<file path="config.mk">
export PLATFORM = sky130hd
export DESIGN_NAME = timer_compare_match_unit
export DESIGN_NICKNAME = d
export VERILOG_FILES = /design/src/timer_match_pkg.sv /design/src/timer_match_if.sv /design/src/timer_compare_unit.sv /design/src/timer_compare_match_unit.sv
export SDC_FILE = /design/constraint.sdc
export NUM_CORES = 1
export LEC_CHECK = 0
export BUFFER_PORTS_ARGS = -buffer_cell sky130_fd_sc_hd__buf_4
export CORE_AREA = 2 2 98 148
export DETAILED_ROUTE_END_ITERATION = 8
export DIE_AREA = 0 0 100 150
export SLEW_MARGIN = 20
export SYNTH_ARGS = -nofsm -noshare
export SYNTH_HDL_FRONTEND = slang
export SYNTH_HIERARCHICAL = 1
export SYNTH_SLANG_ARGS = --single-unit
</file>
<file path="constraint.sdc">
create_clock -name aclk -period 5.7 [get_ports aclk]
set_input_delay 0.285 -clock aclk [delete_from_list [all_inputs] [get_ports aclk]]
set_output_delay 0.285 -clock aclk [all_outputs]
set_load 0.02 [all_outputs]
</file>
<file path="src/timer_match_pkg.sv">
// Constants, register map and field layout of the compare-match timer
// Behaviour
// Compare mode: output-level bit gives pin level before any comparator A match
// PWM or single pulse: output-level bit 0 active low, 1 active high
// Output-invert bit 1 drives pin inverted, 0 non-inverted
// Timer/counter mode: output-level and output-invert bits have no effect
// Swap 0: period register sets period, compare sets duty; 1 swaps roles
// Clear-select 1 clears on A match; 0 clears on P match or overflow
// Overflow clearing happens only when the period register is all zero
// Clear-select ignored in PWM, single pulse and capture modes
// Comparator P compares period register with counter bits 15 to 8 only; the code compares all 16 count bits with {period - 1, 8'hFF}
// P match period 65536 clocks for zero, else value times 256 clocks
// Software writes 00 to the mode field for compare output; four modes
// Compare mode counter clears by overflow, A match or P match per select
// Clear-select 0 in compare mode raises both A and P match flags
// Clear-select 1 raises only the A flag, never the P flag
// Software never programs the full compare value to zero in compare mode
// Pin changes only on an A match flag; P matches leave it alone
// Pin action 00 in compare mode leaves pin unchanged on A match
// Each enable rising edge sets the pin to the output-level initial level
// Mode field: 00 compare, 01 capture, 10 PWM/single pulse, 11 timer
// A match action 01 low, 10 high, 11 toggle; no change if equal
// Counter resets to zero on enable rise and holds on enable fall
// Counter advances per selected tick; match seen when count equals value
package timer_match_pkg;

    localparam int ADDR_W = 8;

    localparam logic [ADDR_W-1:0] ADDR_CONTROL_ZERO = 8'h00;
    localparam logic [ADDR_W-1:0] ADDR_CONTROL_ONE  = 8'h04;
    localparam logic [ADDR_W-1:0] ADDR_PERIOD       = 8'h08;
    localparam logic [ADDR_W-1:0] ADDR_FULL_CMP     = 8'h0C;
    localparam logic [ADDR_W-1:0] ADDR_COUNT        = 8'h10;
    localparam logic [ADDR_W-1:0] ADDR_FLAGS        = 8'h14;

    localparam int BIT_PAUSE      = 7;
    localparam int BIT_ENABLE     = 3;
    localparam int BIT_MODE_HI    = 7;
    localparam int BIT_MODE_LO    = 6;
    localparam int BIT_ACTION_HI  = 5;
    localparam int BIT_ACTION_LO  = 4;
    localparam int BIT_LEVEL      = 3;
    localparam int BIT_INVERT     = 2;
    localparam int BIT_SWAP       = 1;
    localparam int BIT_CLEAR_SEL  = 0;
    localparam int BIT_FLAG_A     = 0;
    localparam int BIT_FLAG_P     = 1;

    localparam logic [7:0]  CONTROL_ZERO_RST = 8'h00;
    localparam logic [7:0]  CONTROL_ONE_RST  = 8'h00;
    localparam logic [7:0]  PERIOD_RST       = 8'h00;
    localparam logic [15:0] FULL_CMP_RST     = 16'h0000;
    localparam logic [15:0] COUNT_RST        = 16'h0000;

    localparam logic [1:0] MODE_COMPARE = 2'h0;
    localparam logic [1:0] MODE_CAPTURE = 2'h1;
    localparam logic [1:0] MODE_PWM     = 2'h2;
    localparam logic [1:0] MODE_TIMER   = 2'h3;

    localparam logic [1:0] ACT_NONE   = 2'h0;
    localparam logic [1:0] ACT_LOW    = 2'h1;
    localparam logic [1:0] ACT_HIGH   = 2'h2;
    localparam logic [1:0] ACT_TOGGLE = 2'h3;

    localparam logic [1:0] PWM_INACTIVE = 2'h0;
    localparam logic [1:0] PWM_ACTIVE   = 2'h1;
    localparam logic [1:0] PWM_WAVE     = 2'h2;
    localparam logic [1:0] PWM_SINGLE   = 2'h3;

    localparam logic [1:0] RESP_OKAY   = 2'h0;
    localparam logic [1:0] RESP_SLVERR = 2'h2;

endpackage

</file>
<file path="src/timer_match_if.sv">
// Signals between the timer top and its comparator unit
interface timer_match_if;
    logic [15:0] count;
    logic [15:0] full_compare_value;
    logic [7:0]  period_value_bits;
    logic        duty_period_swap;
    logic        a_hit;
    logic        p_end;
    logic        duty_active;

    modport top  (output count, output full_compare_value, output period_value_bits,
                  output duty_period_swap, input a_hit, input p_end, input duty_active);
    modport unit (input count, input full_compare_value, input period_value_bits,
                  input duty_period_swap, output a_hit, output p_end, output duty_active);
endinterface

</file>
<file path="src/timer_compare_unit.sv">
// Comparators A and P and the PWM duty window
module timer_compare_unit (
    timer_match_if.unit m
);
    logic [7:0] period_last_hi;

    // Last count of a period is value*256-1; zero wraps to 16'hFFFF, the overflow
    assign period_last_hi = m.period_value_bits - 8'h01;              // see R7
    assign m.p_end = (m.count == {period_last_hi, 8'hFF});             // see R9
    assign m.a_hit = (m.count == m.full_compare_value);

    always_comb begin
        if (!m.duty_period_swap) begin
            m.duty_active = (m.count < m.full_compare_value);
        end else if (m.period_value_bits == 8'h00) begin
            m.duty_active = 1'b1;
        end else begin
            m.duty_active = (m.count < {m.period_value_bits, 8'h00});
        end
    end
endmodule

</file>
<file path="src/timer_compare_match_unit.sv">
// Compare-match timer with AXI4-Lite register access and one output pin
//
// Register access over AXI4-Lite and the register addresses are this design's own decisions.
module timer_compare_match_unit
    import timer_match_pkg::*;
(
    input  wire logic              aclk,
    input  wire logic              aresetn,
    input  wire logic [ADDR_W-1:0] s_axi_awaddr,
    input  wire logic [2:0]        s_axi_awprot,
    input  wire logic              s_axi_awvalid,
    output logic                   s_axi_awready,
    input  wire logic [31:0]       s_axi_wdata,
    input  wire logic [3:0]        s_axi_wstrb,
    input  wire logic              s_axi_wvalid,
    output logic                   s_axi_wready,
    output logic [1:0]             s_axi_bresp,
    output logic                   s_axi_bvalid,
    input  wire logic              s_axi_bready,
    input  wire logic [ADDR_W-1:0] s_axi_araddr,
    input  wire logic [2:0]        s_axi_arprot,
    input  wire logic              s_axi_arvalid,
    output logic                   s_axi_arready,
    output logic [31:0]            s_axi_rdata,
    output logic [1:0]             s_axi_rresp,
    output logic                   s_axi_rvalid,
    input  wire logic              s_axi_rready,
    input  wire logic              count_tick,
    output logic                   timer_output_pin,
    output logic                   compare_a_flag,
    output logic                   compare_p_flag
);

    timer_match_if mif ();

    logic [7:0]        control_zero_q;
    logic [7:0]        control_one_q;
    logic [7:0]        period_q;
    logic [15:0]       full_cmp_q;
    logic [15:0]       count_q;
    logic              enable_prev_q, level_q, flag_a_q, flag_p_q, pin_q;

    logic              aw_have_q, w_have_q, awready_q, wready_q, bvalid_q, arready_q, rvalid_q;
    logic [ADDR_W-1:0] aw_addr_q;
    logic [31:0]       w_data_q;
    logic [3:0]        w_strb_q;
    logic [1:0]        bresp_q;
    logic [31:0]       rdata_q;
    logic [1:0]        rresp_q;

    logic              aw_take, w_take, aw_have_d, w_have_d, bvalid_d, do_write;
    logic              wr_mapped, wr_ctl0, wr_ctl1, wr_period, wr_cmp, wr_flags;

    logic              enable_bit, pause_bit, level_bit, invert_bit, swap_bit, clear_sel;
    logic [1:0]        mode;
    logic [1:0]        action;
    logic              single_pulse, enable_rise, step, clear_on_a, clear_on_p, clear_now;
    logic              a_event, p_event, p_flag_allowed, pulse_stop, pwm_on, drive_level;

    assign enable_bit   = control_zero_q[BIT_ENABLE];
    assign pause_bit    = control_zero_q[BIT_PAUSE];
    assign mode         = control_one_q[BIT_MODE_HI:BIT_MODE_LO];
    assign action       = control_one_q[BIT_ACTION_HI:BIT_ACTION_LO];
    assign level_bit    = control_one_q[BIT_LEVEL];
    assign invert_bit   = control_one_q[BIT_INVERT];
    assign swap_bit     = control_one_q[BIT_SWAP];
    assign clear_sel    = control_one_q[BIT_CLEAR_SEL];
    assign single_pulse = (mode == MODE_PWM) && (action == PWM_SINGLE);

    assign mif.count              = count_q;
    assign mif.full_compare_value = full_cmp_q;
    assign mif.period_value_bits  = period_q;
    assign mif.duty_period_swap   = swap_bit;

    timer_compare_unit u_cmp (
        .m (mif.unit)
    );

    // ---------------- Register bus ----------------
    assign aw_take  = s_axi_awvalid && awready_q;
    assign w_take   = s_axi_wvalid && wready_q;
    assign do_write = aw_have_q && w_have_q && !bvalid_q;

    always_comb begin
        aw_have_d = aw_have_q;
        w_have_d  = w_have_q;
        bvalid_d  = bvalid_q;
        if (aw_take) begin
            aw_have_d = 1'b1;
        end
        if (w_take) begin
            w_have_d = 1'b1;
        end
        if (do_write) begin
            aw_have_d = 1'b0;
            w_have_d  = 1'b0;
            bvalid_d  = 1'b1;
        end else if (bvalid_q && s_axi_bready) begin
            bvalid_d = 1'b0;
        end
    end

    assign wr_ctl0   = do_write && (aw_addr_q == ADDR_CONTROL_ZERO) && w_strb_q[0];
    assign wr_ctl1   = do_write && (aw_addr_q == ADDR_CONTROL_ONE) && w_strb_q[0];
    assign wr_period = do_write && (aw_addr_q == ADDR_PERIOD) && w_strb_q[0];
    assign wr_cmp    = do_write && (aw_addr_q == ADDR_FULL_CMP);
    assign wr_flags  = do_write && (aw_addr_q == ADDR_FLAGS) && w_strb_q[0];
    assign wr_mapped = (aw_addr_q == ADDR_CONTROL_ZERO) || (aw_addr_q == ADDR_CONTROL_ONE)
                    || (aw_addr_q == ADDR_PERIOD) || (aw_addr_q == ADDR_FULL_CMP)
                    || (aw_addr_q == ADDR_COUNT) || (aw_addr_q == ADDR_FLAGS);

    always_ff @(posedge aclk) begin
        if (!aresetn) begin
            aw_have_q <= 1'b0;
            w_have_q  <= 1'b0;
            awready_q <= 1'b0;
            wready_q  <= 1'b0;
            bvalid_q  <= 1'b0;
            bresp_q   <= RESP_OKAY;
            aw_addr_q <= '0;
            w_data_q  <= 32'h0000_0000;
            w_strb_q  <= 4'h0;
        end else begin
            aw_have_q <= aw_have_d;
            w_have_q  <= w_have_d;
            // Ready only while the holding slot is empty and no response is pending
            awready_q <= !aw_have_d && !bvalid_d;
            wready_q  <= !w_have_d && !bvalid_d;
            bvalid_q  <= bvalid_d;
            if (aw_take) begin
                aw_addr_q <= {s_axi_awaddr[ADDR_W-1:2], 2'b00};
            end
            if (w_take) begin
                w_data_q <= s_axi_wdata;
                w_strb_q <= s_axi_wstrb;
            end
            if (do_write) begin
                bresp_q <= wr_mapped ? RESP_OKAY : RESP_SLVERR;
            end
        end
    end

    always_ff @(posedge aclk) begin
        if (!aresetn) begin
            arready_q <= 1'b0;
            rvalid_q  <= 1'b0;
            rdata_q   <= 32'h0000_0000;
            rresp_q   <= RESP_OKAY;
        end else if (s_axi_arvalid && arready_q) begin
            arready_q <= 1'b0;
            rvalid_q  <= 1'b1;
            rresp_q   <= RESP_OKAY;
            case ({s_axi_araddr[ADDR_W-1:2], 2'b00})
                ADDR_CONTROL_ZERO: rdata_q <= {24'h000000, control_zero_q};
                ADDR_CONTROL_ONE:  rdata_q <= {24'h000000, control_one_q};
                ADDR_PERIOD:       rdata_q <= {24'h000000, period_q};
                ADDR_FULL_CMP:     rdata_q <= {16'h0000, full_cmp_q};
                ADDR_COUNT:        rdata_q <= {16'h0000, count_q};
                ADDR_FLAGS:        rdata_q <= {30'h0000_0000, flag_p_q, flag_a_q};
                default: begin
                    rdata_q <= 32'h0000_0000;
                    rresp_q <= RESP_SLVERR;
                end
            endcase
        end else if (rvalid_q && s_axi_rready) begin
            rvalid_q  <= 1'b0;
            arready_q <= 1'b1;
        end else if (!rvalid_q) begin
            arready_q <= 1'b1;
        end
    end

    // ---------------- Configuration registers ----------------
    // Single pulse ends by hardware clearing enable; that clear beats a software write
    always_ff @(posedge aclk) begin
        if (!aresetn) begin
            control_zero_q <= CONTROL_ZERO_RST;
        end else if (pulse_stop) begin
            control_zero_q[BIT_ENABLE] <= 1'b0;
        end else if (wr_ctl0) begin
            control_zero_q <= {w_data_q[BIT_PAUSE], 3'b000, w_data_q[BIT_ENABLE], 3'b000};
        end
    end

    always_ff @(posedge aclk) begin
        if (!aresetn) begin
            control_one_q <= CONTROL_ONE_RST;
            period_q      <= PERIOD_RST;
            full_cmp_q    <= FULL_CMP_RST;
        end else begin
            if (wr_ctl1) begin
                control_one_q <= w_data_q[7:0];
            end
            if (wr_period) begin
                period_q <= w_data_q[7:0];
            end
            if (wr_cmp && w_strb_q[0]) begin
                full_cmp_q[7:0] <= w_data_q[7:0];
            end
            if (wr_cmp && w_strb_q[1]) begin
                full_cmp_q[15:8] <= w_data_q[15:8];
            end
        end
    end

    // ---------------- Counter ----------------
    assign enable_rise = enable_bit && !enable_prev_q;
    assign step        = enable_bit && !pause_bit && count_tick;

    always_comb begin
        clear_on_a = 1'b0;
        clear_on_p = 1'b0;
        case (mode)
            MODE_COMPARE, MODE_TIMER: begin
                clear_on_a = clear_sel;                                   // see R6
                clear_on_p = !clear_sel;                                  // see R6
            end
            MODE_CAPTURE: begin
                clear_on_p = 1'b1;
            end
            MODE_PWM: begin
                clear_on_a = !single_pulse && swap_bit;                   // see R5
                clear_on_p = !single_pulse && !swap_bit;                  // see R5
            end
            default: begin
                clear_on_a = 1'b0;
                clear_on_p = 1'b0;
            end
        endcase
    end

    assign clear_now = (clear_on_a && mif.a_hit) || (clear_on_p && mif.p_end);

    always_ff @(posedge aclk) begin
        if (!aresetn) begin
            count_q       <= COUNT_RST;
            enable_prev_q <= 1'b0;
        end else begin
            enable_prev_q <= enable_bit;
            if (enable_rise) begin
                count_q <= COUNT_RST;
            end else if (step) begin
                // Falling enable stops step, so the count simply holds
                count_q <= clear_now ? COUNT_RST : count_q + 16'h0001;    // see R21
            end
        end
    end

    // ---------------- Match flags ----------------
    // Capture mode gets its A flag from the capture edge, which this block leaves out
    assign p_flag_allowed = (mode == MODE_CAPTURE) || (mode == MODE_PWM && !single_pulse)
                         || (!clear_sel && !single_pulse);                // see R13
    assign a_event    = step && mif.a_hit && (mode != MODE_CAPTURE);
    assign p_event    = step && mif.p_end && p_flag_allowed;
    assign pulse_stop = step && mif.a_hit && single_pulse;

    // Flags are cleared by writing one; a match in the same cycle wins
    always_ff @(posedge aclk) begin
        if (!aresetn) begin
            flag_a_q <= 1'b0;
            flag_p_q <= 1'b0;
        end else begin
            if (a_event) begin
                flag_a_q <= 1'b1;
            end else if (wr_flags && w_data_q[BIT_FLAG_A]) begin
                flag_a_q <= 1'b0;
            end
            if (p_event) begin
                flag_p_q <= 1'b1;
            end else if (wr_flags && w_data_q[BIT_FLAG_P]) begin
                flag_p_q <= 1'b0;
            end
        end
    end

    // ---------------- Output pin ----------------
    always_ff @(posedge aclk) begin
        if (!aresetn) begin
            level_q <= 1'b0;
        end else if (mode == MODE_COMPARE) begin
            if (enable_rise) begin
                level_q <= level_bit;                                     // see R1
            end else if (a_event) begin
                // P matches never reach here
                case (action)                                             // see R16
                    ACT_LOW:    level_q <= 1'b0;
                    ACT_HIGH:   level_q <= 1'b1;
                    ACT_TOGGLE: level_q <= !level_q;
                    default:    level_q <= level_q;
                endcase
            end
        end
    end

    always_comb begin
        case (action)
            PWM_INACTIVE: pwm_on = 1'b0;
            PWM_ACTIVE:   pwm_on = 1'b1;
            PWM_WAVE:     pwm_on = enable_bit && mif.duty_active;
            default:      pwm_on = enable_bit;
        endcase
    end

    always_comb begin
        case (mode)
            MODE_COMPARE: drive_level = level_q;
            MODE_PWM:     drive_level = pwm_on ? level_bit : !level_bit;
            default:      drive_level = 1'b0;
        endcase
    end

    always_ff @(posedge aclk) begin
        if (!aresetn) begin
            pin_q <= 1'b0;
        end else if (mode == MODE_COMPARE || mode == MODE_PWM) begin
            pin_q <= drive_level ^ invert_bit;
        end else begin
            pin_q <= 1'b0;
        end
    end

    assign s_axi_awready    = awready_q;
    assign s_axi_wready     = wready_q;
    assign s_axi_bvalid     = bvalid_q;
    assign s_axi_bresp      = bresp_q;
    assign s_axi_arready    = arready_q;
    assign s_axi_rvalid     = rvalid_q;
    assign s_axi_rdata      = rdata_q;
    assign s_axi_rresp      = rresp_q;
    assign timer_output_pin = pin_q;
    assign compare_a_flag   = flag_a_q;
    assign compare_p_flag   = flag_p_q;

endmodule

</file>
-- Yosys cells after proc, flatten, opt, wreduce, memory -nomap -nowiden
Cells that the tools add are included.
- bitwise gates (word level): 3
- magnitude comparators: 2
- mux-type cells: 28
- equality and inequality tests: 20
- $add $sub $neg: 2
- reductions and logical operators: 76
- operators with widths (operator ; number):
    16-bit one-hot mux with 6 select lines ; 1
    1-bit logical AND ; 38
    16-bit == test ; 2
    16-bit less-than comparator ; 2
    6-bit by 2-bit == test with 1-bit output (second input constant) ; 4
    6-bit by 3-bit == test with 1-bit output (second input constant) ; 4
    1-bit two-way mux ; 19
    16-bit by 1-bit adder with 16-bit output (second input constant) ; 1
    8-bit logical NOT ; 2
    16-bit two-way mux ; 1
    6-bit by 1-bit == test with 1-bit output (second input constant) ; 2
    1-bit logical NOT ; 11
    1-bit logical OR ; 9
    1-bit one-hot mux with 3 select lines ; 3
    2-bit == test (second input constant) ; 4
    2-bit nonzero test ; 4
    2-bit OR reduction ; 4
    8-bit by 1-bit subtractor with 8-bit output (second input constant) ; 1
    6-bit logical NOT ; 1
    6-bit OR reduction ; 1
    2-bit by 1-bit == test with 1-bit output (second input constant) ; 2
    2-bit logical NOT ; 2
    2-bit two-way mux ; 2
    2-bit by 1-bit != test with 1-bit output (second input constant) ; 2
    other kinds (6) ; 9
- input port bits: 66
- register bits: 122
- output and inout port bits: 44

-- Depth between registers and ports, before layout
Gate-level depths: netlist of the first run.
- depth in word-level cells: 8
- gate-level depth with buffers: 12
- mapped depth without buffers: 12

-- Cells and area by module
The synthesis of the first run kept the hierarchy.
- by module, submodules not included (module ; cells each ; area an instance (um2) ; times used ; sequential area each (um2)):
    timer_compare_match_unit ; 518 ; 4546.9 ; 1 ; 2082.0
    timer_compare_unit ; 118 ; 850.8 ; 1 ; 0.0

-- Worst setup path after synthesis of the first run
Ideal clock, no wire load.
- path type: reg2reg
- start point: register count_q[14]
- end point: register pin_q, in the netlist timer_output_pin
- path slack: 3.312 ns
- cell stages (with the launch flop): 11
- arrival: 2.302 ns
- buffers on the path: 0
- cells stage by stage: dfxtp_1 -> ha_1 -> nand4_1 -> a2111oi_0 -> nor4_1 -> a31o_1 -> a21oi_1 -> a2bb2oi_1 -> mux2i_1 -> a211o_1 -> a211oi_1
- word-level cells in the longest chain between the ends: 8
- ends and longest elaborated chain (element ; line ; text):
    start, declared ; timer_compare_match_unit.sv:40 ; logic [15:0] count_q;
    start signal, assigned ; timer_compare_match_unit.sv:244 ; count_q <= clear_now ? COUNT_RST : count_q + 16'h0001;
    16-bit less-than comparator ; timer_compare_unit.sv:18 ; m.duty_active = (m.count < {m.period_value_bits, 8'h00});
    1-bit two-way mux ; timer_compare_unit.sv:15 ; end else if (m.period_value_bits == 8'h00) begin
    1-bit two-way mux * ; timer_compare_unit.sv:13 ; if (!m.duty_period_swap) begin
    named net mif.duty_active ; timer_match_if.sv:9 ; logic duty_active;
    1-bit logical AND * ; timer_compare_match_unit.sv:299 ; PWM_WAVE: pwm_on = enable_bit && mif.duty_active;
    1-bit one-hot mux with 3 select lines * ; timer_compare_match_unit.sv:296 ; case (action)
    1-bit two-way mux * ; timer_compare_match_unit.sv:307 ; MODE_PWM: drive_level = pwm_on ? level_bit : !level_bit;
    1-bit one-hot mux with 2 select lines * ; timer_compare_match_unit.sv:305 ; case (mode)
    1-bit XOR * ; timer_compare_match_unit.sv:316 ; pin_q <= drive_level ^ invert_bit;
    end signal, assigned ; timer_compare_match_unit.sv:316 ;
    end, declared ; timer_compare_match_unit.sv:41 ; logic enable_prev_q, level_q, flag_a_q, flag_p_q, pin_q;
The timed path passes the listed nets; every way through them passes the cells marked *.
A chain may end at the register's enable or synchronous reset.

-- Worst setup path after layout of the first run
- start point: register count_q[12]
- end point: register pin_q, in the netlist timer_output_pin
Same word-level chain as after synthesis.

==> results.cfg, run 1 <==
[sta]
timing.final.hold_violations = 0
hold_slack_ps = 177
clock.fmax_ghz = 0.323
timing.final.max_slew_violations = 0
setup_tns_ps = 0
worst_pin_slew_ps = 851
clock_skew_ps = 11.1
fin_crit_ps = 3100
setup_viol = 0
period_share_pct = 54.4
slew-limit-headroom_pct = 42.8
rsz0062_at_grt = false

[worst_setup_path]
r2r_cells = 10
critPathLaunchType = flop
max_stage_delay_ps = 660
cp_max_fo = 10
crit_path_end = timer_output_pin
critical_path_class = flop to flop
cp_cell_sequence = ha_1 -> nand4_1 -> a2111oi_0 -> nor4_1 -> a31o_1 -> a21oi_1 -> a2bb2oi_1 -> mux2i_1 -> a211o_1 -> a211oi_1
reg2reg_from = count_q[12]
reg2reg_slack_ps = 2600
crit_arrival_ps = 3370
end_kind = flop
timing.rr.end = timer_output_pin
crit_path_start = count_q[12]
worstPathRequired_ps = 5970
crit_slowest_cell = a2111oi_0

[yosys]
synth-edff-count = 0
synth_xor_area_share_pct = 3.73
synth_top_area_share_pct = 38.6
synthFlopType = dfxtp_1
ys_top_cells_by_area = dfxtp_1, ha_1, nand2_1
yosysWarningCount = 6
synthCells = 636
synthAdderAreaFrac_pct = 8.11
synth_top_family_by_area = simple AND/OR/NAND/NOR gates
synth_seq_cells = 104
netlist_area_mm2 = 0.00540
synthArstFlopShare_pct = 0
synth-simple-area-share_pct = 22.2
ys_types = 63
ys_seq_area_share_pct = 38.6
synth_most_common_cell = dfxtp_1
synth_common_cells = dfxtp_1, nand2_1, a21oi_1, nor2_1, inv_1
syn-mean-instance-area_um2 = 8.49
yosysTopAreaCell = dfxtp_1
synth_compound_area_share_pct = 15.6
synthMuxAreaShare_pct = 4.45

[placement]
place_hpwl_um = 11100
gp_congestion = 0.931
numPortBuffers = 63
placed_cell_area_mm2 = 0.00590

[global_routing]
grt_usage_pct = 19.1
grt_max_degree = 45
antenna_found_initial = 0
grt_overflow = 0
grt_pass1_vias = 4386
grt_pass1_wl_um = 22200

[die]
chipWidth_um = 100
coreArea_mm2 = 0.0138
initial_core_util_pct = 39.1
die_h_um = 150
ios = 110
dieArea_mm2 = 0.0150
num_rows = 53

[cells_and_area]
area_delta_synth_final_pct = 14.9
utilization_pct = 45.0
drive_above_1_share_pct = 14.5
num_antenna_cells = 0
finalInstanceArea_mm2 = 0.00620
nets = 787

[power]
clockPowerShare_pct = 42.2
pwr-share-comb_pct = 6.1
swShare_pct = 25.6
p_leak_uw = 0.00242
vdd_drop_max_mv = 0.181
internal_power_uw = 1080
seq_power_share_pct = 51.7
pwr_density_cell_mw_per_mm2 = 234
power.switching_uw = 371

[drt]
first_pass_iters = 5
antenna_left = 0
wire_per_inst_um = 16.4
drt_first_iter_violations = 199
drc = 0
vias = 4645
totalWireLength_um = 14000
vias_per_cell = 5.43

[clock_network]
cts_hold_buf = 0
ctsResizeCount = 0
cts_buffer_depth = 2
cts_tree = yes
clock_sinks = 104
root_buffer = clkbuf_16
cts_buffers = 9
cts_setup_buffers = 0
htree_levels = 3
clk_pin_slew_ps = 80
clk-insertion-delay-late_ps = 350

[status]
status = finished clean

[hold_path]
hold_class = input port to flop

[run]
maxCapViolations = 0
cells by family (layout without fill, tap and decap cells):
logic type               count (synthesis)  after routing
other                                    1             18
multiplexers                            24             24
AND/OR/NAND/NOR                        238            238
XOR/XNOR                                23             23
AO/OA/AOI/OAI                          132            132
adder cells (fa/ha/maj)                 35             35
buffers and inverters                   79            117
flip-flops                             104            104
worst max-delay path, delay by kind of cell (launching register included):
family | cells | cell delay, ps
and+or+nand+nor | 2 | 320
DFF | 1 | 580
adders and majority gates | 1 | 210
muxes | 1 | 130
AOI/OAI and AO/OA | 6 | 1760
worst min path at each step:
stage,endpoint,cells past startpoint,slack (ps),startpoint
after global placement,s_axi_rdata[13],2,440,s_axi_rdata[13]
after CTS,s_axi_rresp[1],2,160,s_axi_arvalid
after floorplan,s_axi_rresp[1],1,400,s_axi_arvalid
after detailed placement,s_axi_rdata[6],2,440,s_axi_rdata[6]
after global routing,w_data_q[10],3,170,s_axi_wdata[10]
final,w_data_q[5],3,180,s_axi_wdata[5]
power by group through the flow:
stage	combinational (uW)	sequential, uW	clock (uW)
2_1_floorplan	60.5	768	0
3_3_place_gp	87.3	767	0
3_5_place_dp	88.9	768	0
5_1_grt	98.1	753	658
6_report	88.7	751	612
4_1_cts	89.2	751	626
cell usage in the layout, fill, tap and decap left out, types with 16 or more instances in the layout:
cell     count
dfxtp_1    104
conb_1      18
o21ai_1     17
mux2i_1     24
o21ai_0     22
nand3_1     32
buf_4       64
ha_1        35
nand2_1     98
nand4_1     16
inv_1       36
a21oi_1     43
nor2_1      42
cell type report:
cell class,instances,area [um2]
clock buffers,9,225
flip-flops and latches,104,2080
multi-input cells,470,3000
clock inverters,7,71.3
inverters,37,139
well taps,165,206
repair buffers,64,480
fillers,1398,7590
through the flow:
stage | cells | worst slack, ps | total power, uW
2_1_floorplan | 653 | 3310 | 828
3_3_place_gp | 840 | 2450 | 855
3_5_place_dp | 840 | 2670 | 857
4_1_cts | 856 | 2650 | 1470
5_1_grt | 856 | 2430 | 1510
6_report | 856 | 2600 | 1450
state kept, by name, indices dropped and copies added (netlist names), 6 cells and up:
name	count
aw_addr_q	6
count_q	16
control_one_q	8
full_cmp_q	16
s_axi_rdata	16
w_data_q	16
mif.period_value_bits	8
per-layer routing:
layer	share of wire, %	track usage [%]
met1	39	20.4
met2	54	35.2
met3	2.8	2.52
met4	5.0	11.4
met5	0	0
Note: power is estimated with default switching activity, not from simulation.
==> inputs of run 2 (changes only) <==
==> constraint.sdc (replaced) <==
create_clock -name aclk -period 2.8 [get_ports aclk]
set_input_delay 0.14 -clock aclk [delete_from_list [all_inputs] [get_ports aclk]]
set_output_delay 0.14 -clock aclk [all_outputs]
set_load 0.02 [all_outputs]
==> run 2 against run 1 <==
  * Setup slack got worse by 2500 ps
  * Routed wire length increased by 7.1%
  * Clock skew increased by 1.9 ps
  * Core utilization rose by 2.3 points
  * Highest routed layer unchanged
  * Clock power is 98% higher
  * Critical path depth is 2 higher
  * Hold slack got worse by 150 ps
  * Combinational power up 110%
  * Clock-buffer cell count unchanged
==> results.cfg, run 2 (synthesis gave the netlist of run 1 again) <==
[status]
status = finished clean

[drt]
dr_wl_met3_um = 372
drt_first_iter_violations = 175
routedLengthMet1_um = 5920
highest_layer = met4
first_pass_iters = 4
totalWireLength_um = 15000
antenna_left = 0
vias = 4713
vias_per_cell = 5.27
drc = 0
wire_per_inst_um = 16.8
dr_wl_met2_um = 8260

[clock_network]
cts_tree = yes
htree_levels = 3
cts_buffers = 9
clock_sinks = 104
clk-insertion-delay-late_ps = 350
cts_buffer_depth = 2
cts_hold_buf = 0
root_buffer = clkbuf_16
clk_pin_slew_ps = 70

[worst_setup_path]
crit_path_end = timer_output_pin
worstPathRequired_ps = 3080
cp_max_fo = 2
reg2reg_from = full_cmp_q[1]
critical_path_class = flop to flop
r2r_cells = 12
reg2reg_slack_ps = 140
timing.rr.end = timer_output_pin
crit_arrival_ps = 2930
critPathLaunchType = flop
end_kind = flop
crit_path_start = full_cmp_q[1]

[global_routing]
grt_overflow = 0
grt_pass1_vias = 4555
grt_usage_pct = 20.4
grt_pass1_wl_um = 23500
grt_max_degree = 39
antenna_found_initial = 0

[die]
num_rows = 53
ios = 110
coreArea_mm2 = 0.0138
chipWidth_um = 100
initial_core_util_pct = 39.1
die_h_um = 150
dieArea_mm2 = 0.0150

[sta]
slew-limit-headroom_pct = 53.4
clock.fmax_ghz = 0.377
timing.final.hold_violations = 0
worst_pin_slew_ps = 700
setup_tns_ps = 0
rsz0062_at_grt = false
timing.final.max_slew_violations = 0
clock_skew_ps = 13.0
period_share_pct = 94.8
fin_crit_ps = 2660
setup_viol = 0

[placement]
place_hpwl_um = 12100
gp_congestion = 0.921
numPortBuffers = 63

[power]
p_leak_uw = 0.00262
pwr_density_cell_mw_per_mm2 = 448
total_power_uw = 2920
vdd_drop_max_mv = 0.303

[hold_path]
hold-path-cell-count = 2
hold_class = input port to flop
hold_start = s_axi_arvalid

[cells_and_area]
final_common_cell = buf_4
layout_common_cells = buf_4, dfxtp_1, nand2_1, a21oi_1, nor2_1
area_delta_synth_final_pct = 20.7
drive_above_1_share_pct = 19.9
num_antenna_cells = 0
nets = 825

[run]
maxCapViolations = 0
-- run 2: changes by cell type in the layout (fill, tap and decap cells not counted), sizes merged --
cell	change
inv	-1
clkinv	-1
buf	+38
clkinvlp	+2
-- run 2: power breakdown --
group	switching (uW)	internal, uW
clock	597	612
sequential	25.7	1500
combinational	114	71.2
-- run 2: metrics by stage --
step | worst slack (ps) | util (%) | std cells | hold WS, ps | cell area (um2)
6_report | 144 | 47.3 | 894 | 29.1 | 6520
4_1_cts | 48.8 | 46.7 | 892 | 25.1 | 6450
5_1_grt | 20.4 | 47.3 | 894 | 35.1 | 6520
3_3_place_gp | 103 | 44.7 | 876 | 382 | 6170
3_5_place_dp | 61.3 | 44.7 | 876 | 390 | 6170
2_1_floorplan | 412 | - | 653 | 256 | 5460
-- run 2: final cells by class --
type                            count  area, um2
Fill cell                        1387       7280
Multi-Input combinational cell    470       3040
Clock buffer                        9        225
Tap cell                          165        206
Clock inverter                      7       53.8
Timing Repair Buffer              102        766
Sequential cell                   104       2090
Inverter                           37        139
-- run 2: repair_timing --
action,in CTS,in global routing
buffers inserted,0,2
resized for setup,0,13
setup endpoints to repair,0,1
-- run 2: worst min-delay path by stage --
stage	to	slack [ps]
floorplan	s_axi_rresp[1]	260
global placement	s_axi_rresp[1]	380
detailed placement	s_axi_rresp[1]	390
CTS	s_axi_rresp[1]	30
global route	s_axi_rresp[1]	40
finish	s_axi_rresp[1]	30
-- run 2: metal layers --
layer / GRT usage [%] / up-vias
li1: - / 2353
met1: 23.1 / 2258
met2: 38.1 / 80
met3: 2.34 / 22
met4: 8.97 / 0
met5: 0 / -
-- run 2: worst max-delay path, cell delays in order, from the launching register on --
cell and delay (ps):
dfxtp_2 330, inv_1 40, ha_1 290, nor2b_2 140, o211ai_1 160, a2111oi_4 420
nor4_4 60, a31o_1 230, a21oi_2 150, a2bb2oi_2 160, mux2i_1 100, a211o_1 290
a211oi_2 200
==> inputs of run 3 (changes only) <==
--- a/config.mk
+++ b/config.mk
@@ -6,9 +6,10 @@
 export NUM_CORES = 1
 export LEC_CHECK = 0
 export BUFFER_PORTS_ARGS = -buffer_cell sky130_fd_sc_hd__buf_4
-export CORE_AREA = 2 2 98 148
+export CORE_AREA = 2 2 88 133
 export DETAILED_ROUTE_END_ITERATION = 8
-export DIE_AREA = 0 0 100 150
+export DIE_AREA = 0 0 90 135
+export PLACE_DENSITY = 0.75
 export SLEW_MARGIN = 20
 export SYNTH_ARGS = -nofsm -noshare
 export SYNTH_HDL_FRONTEND = slang
==> run 3 against run 2 <==
  * Via count is 2.5% higher
  * Die area shrank 19%
  * Clock skew fell by 2.9 ps
  * Register-to-register slack got worse by 50 ps
  * First-iteration DRC count grew 95%
  * Routed wire length decreased by 3.6%
  * Setup slack lost 46 ps
  * Global-route usage increased by 3.4 points
  * Clock-buffer cell count increased by 2
  * Non-clock buffer count shrank 8
  * Sequential share of layout area grew 0.56 points
  * Cell count is 3.0% lower
  * Critical path type unchanged
  * Critical endpoint unchanged
  * Highest routed layer unchanged
==> results.cfg, run 3 (synthesis gave the netlist of run 1 again) <==
[global_routing]
grt_use_met2_pct = 45.4
grt_overflow = 0
use_met3_pct = 2.62
grt_use_met1_pct = 24.4
grt_pass1_vias = 4668
busiest_layer = met2
grt_max_degree = 39
grt_usage_pct = 23.8
grt_pass1_wl_um = 22900
antenna_found_initial = 0

[drt]
vias = 4831
wire_per_inst_um = 16.7
totalWireLength_um = 14500
vias_per_cell = 5.57
antenna_left = 0
drc = 0
drt_first_iter_violations = 342
first_pass_iters = 5

[worst_setup_path]
end_kind = flop
crit_cells = 13
reg2reg_slack_ps = 100
crit_arrival_ps = 2970
reg2reg_from = full_cmp_q[13]
critical-path-top-delay-family = compound AO/OA/AOI/OAI gates
critical_path_class = flop to flop
cp_max_fo = 3
crit_path_end = timer_output_pin
max_stage_delay_ps = 350
timing.rr.end = timer_output_pin
r2r_cells = 13
crit_slowest_cell = dfxtp_2
cp_cell_sequence = inv_1 -> ha_1 -> nand4_1 -> buf_4 -> nor2_1 -> a211o_1 -> nor4_2 -> a31o_1 -> a21oi_2 -> a2bb2oi_2 -> mux2i_1 -> a211o_1 -> a211oi_2
crit_top_cell = a211o_1
crit_path_start = full_cmp_q[13]
crit_buf_inv = 2
critPathLaunchType = flop
worstPathRequired_ps = 3070

[clock_network]
clock_sinks = 104
root_buffer = clkbuf_16
clk_pin_slew_ps = 70
cts_buffers = 9
htree_levels = 3
clk-insertion-delay-late_ps = 350
cts_tree = yes
cts_buffer_depth = 2
cts_hold_buf = 0

[power]
seq_power_share_pct = 53.1
power.switching_uw = 683
clockPowerShare_pct = 40.5
pwr_density_cell_mw_per_mm2 = 449
p_leak_uw = 0.00257
swShare_pct = 23.7
internal_power_uw = 2200
vdd_drop_max_mv = 0.511
pwr-share-comb_pct = 6.4

[die]
chipWidth_um = 90
dieArea_mm2 = 0.0122
initial_core_util_pct = 49.3
coreArea_mm2 = 0.0109
ios = 110
die_h_um = 135
num_rows = 47

[cells_and_area]
layout_common_cells = dfxtp_1, nand2_1, buf_4, a21oi_1, nor2_1
fillers = 976
num_antenna_cells = 0
utilization_pct = 58.6
final_common_cell = dfxtp_1
finalInstanceArea_mm2 = 0.00641
nets = 817
area_delta_synth_final_pct = 18.8
drive_above_1_share_pct = 19.0

[sta]
setup_tns_ps = 0
fin_crit_ps = 2700
clock.fmax_ghz = 0.370
setup_viol = 0
worst_pin_slew_ps = 741
timing.final.max_slew_violations = 0
period_share_pct = 96.5
setup_slack_ps = 98.4
timing.final.hold_violations = 0
slew-limit-headroom_pct = 50.2
clock_skew_ps = 10.0

[placement]
place_hpwl_um = 11300
place_ws_ps = -41.0
placed_cell_area_mm2 = 0.00609
numPortBuffers = 63
gp_congestion = 0.954

[status]
status = finished clean

[run]
maxCapViolations = 0

[hold_path]
hold_class = input port to flop
[run 3: cell count changes in the layout (fill, tap and decap cells not counted), moves of 2 or more]
cell,previous run,this run
dfxtp_1,101,99
buf_4,102,94
nor4_2,1,3
dfxtp_2,3,5
[run 3: stage by stage]
step / hold WS, ps / total power, uW / instances
5_1_grt: 36.3 / 2970 / 867
4_1_cts: 29.4 / 2900 / 867
3_3_place_gp: 379 / 1740 / 850
6_report: 37.2 / 2880 / 867
2_1_floorplan: 256 / 1690 / 653
3_5_place_dp: 395 / 1750 / 850
[run 3: worst min-delay path by stage]
stage,startpoint,depth (start not counted),endpoint
floorplan,s_axi_arvalid,1,s_axi_rresp[1]
global placement,s_axi_arvalid,2,s_axi_rresp[1]
detailed placement,s_axi_wdata[4],3,w_data_q[4]
CTS,s_axi_wdata[4],3,w_data_q[4]
global route,s_axi_wdata[14],3,w_data_q[14]
finish,s_axi_wdata[4],3,w_data_q[4]
[run 3: tightest hold or removal path: cells and delay by family]
kind,cells,cell delay (ps)
buffers and inverters,1,110
AOI/OAI and AO/OA,1,50
and+or+nand+nor,1,40
[run 3: metal layers]
| layer | wire length [um] | up-vias |
|---|---|---|
| li1 | - | 2351 |
| met1 | 5280 | 2275 |
| met2 | 7840 | 155 |
| met3 | 531 | 50 |
| met4 | 830 | 0 |
| met5 | 0 | - |
[run 3: cell type report]
cell class / instances / area (um2) / area share (%)
inverter: 37 / 139 / 2.17
multi-input combinational: 470 / 3020 / 47.2
clock buffer: 11 / 243 / 3.79
timing repair buffer: 94 / 706 / 11.0
tap: 147 / 184 / 2.87
sequential: 104 / 2090 / 32.6
clock inverter: 4 / 28.8 / 0.449
[run 3: repair_timing]
| item | in CTS | in global routing |
|---|---|---|
| endpoints found under the setup margin | 1 | 17 |
| gates resized for setup | 2 | 10 |
| pin swaps | 1 | 2 |
| setup buffers | 2 | 0 |
[run 3: power by group through the flow]
stage / sequential [uW] / combinational, uW / clock [uW]
3_5_place_dp: 1560 / 183 / 0
5_1_grt: 1530 / 200 / 1240
2_1_floorplan: 1560 / 123 / 0
4_1_cts: 1530 / 184 / 1180
3_3_place_gp: 1560 / 179 / 0
6_report: 1530 / 184 / 1170
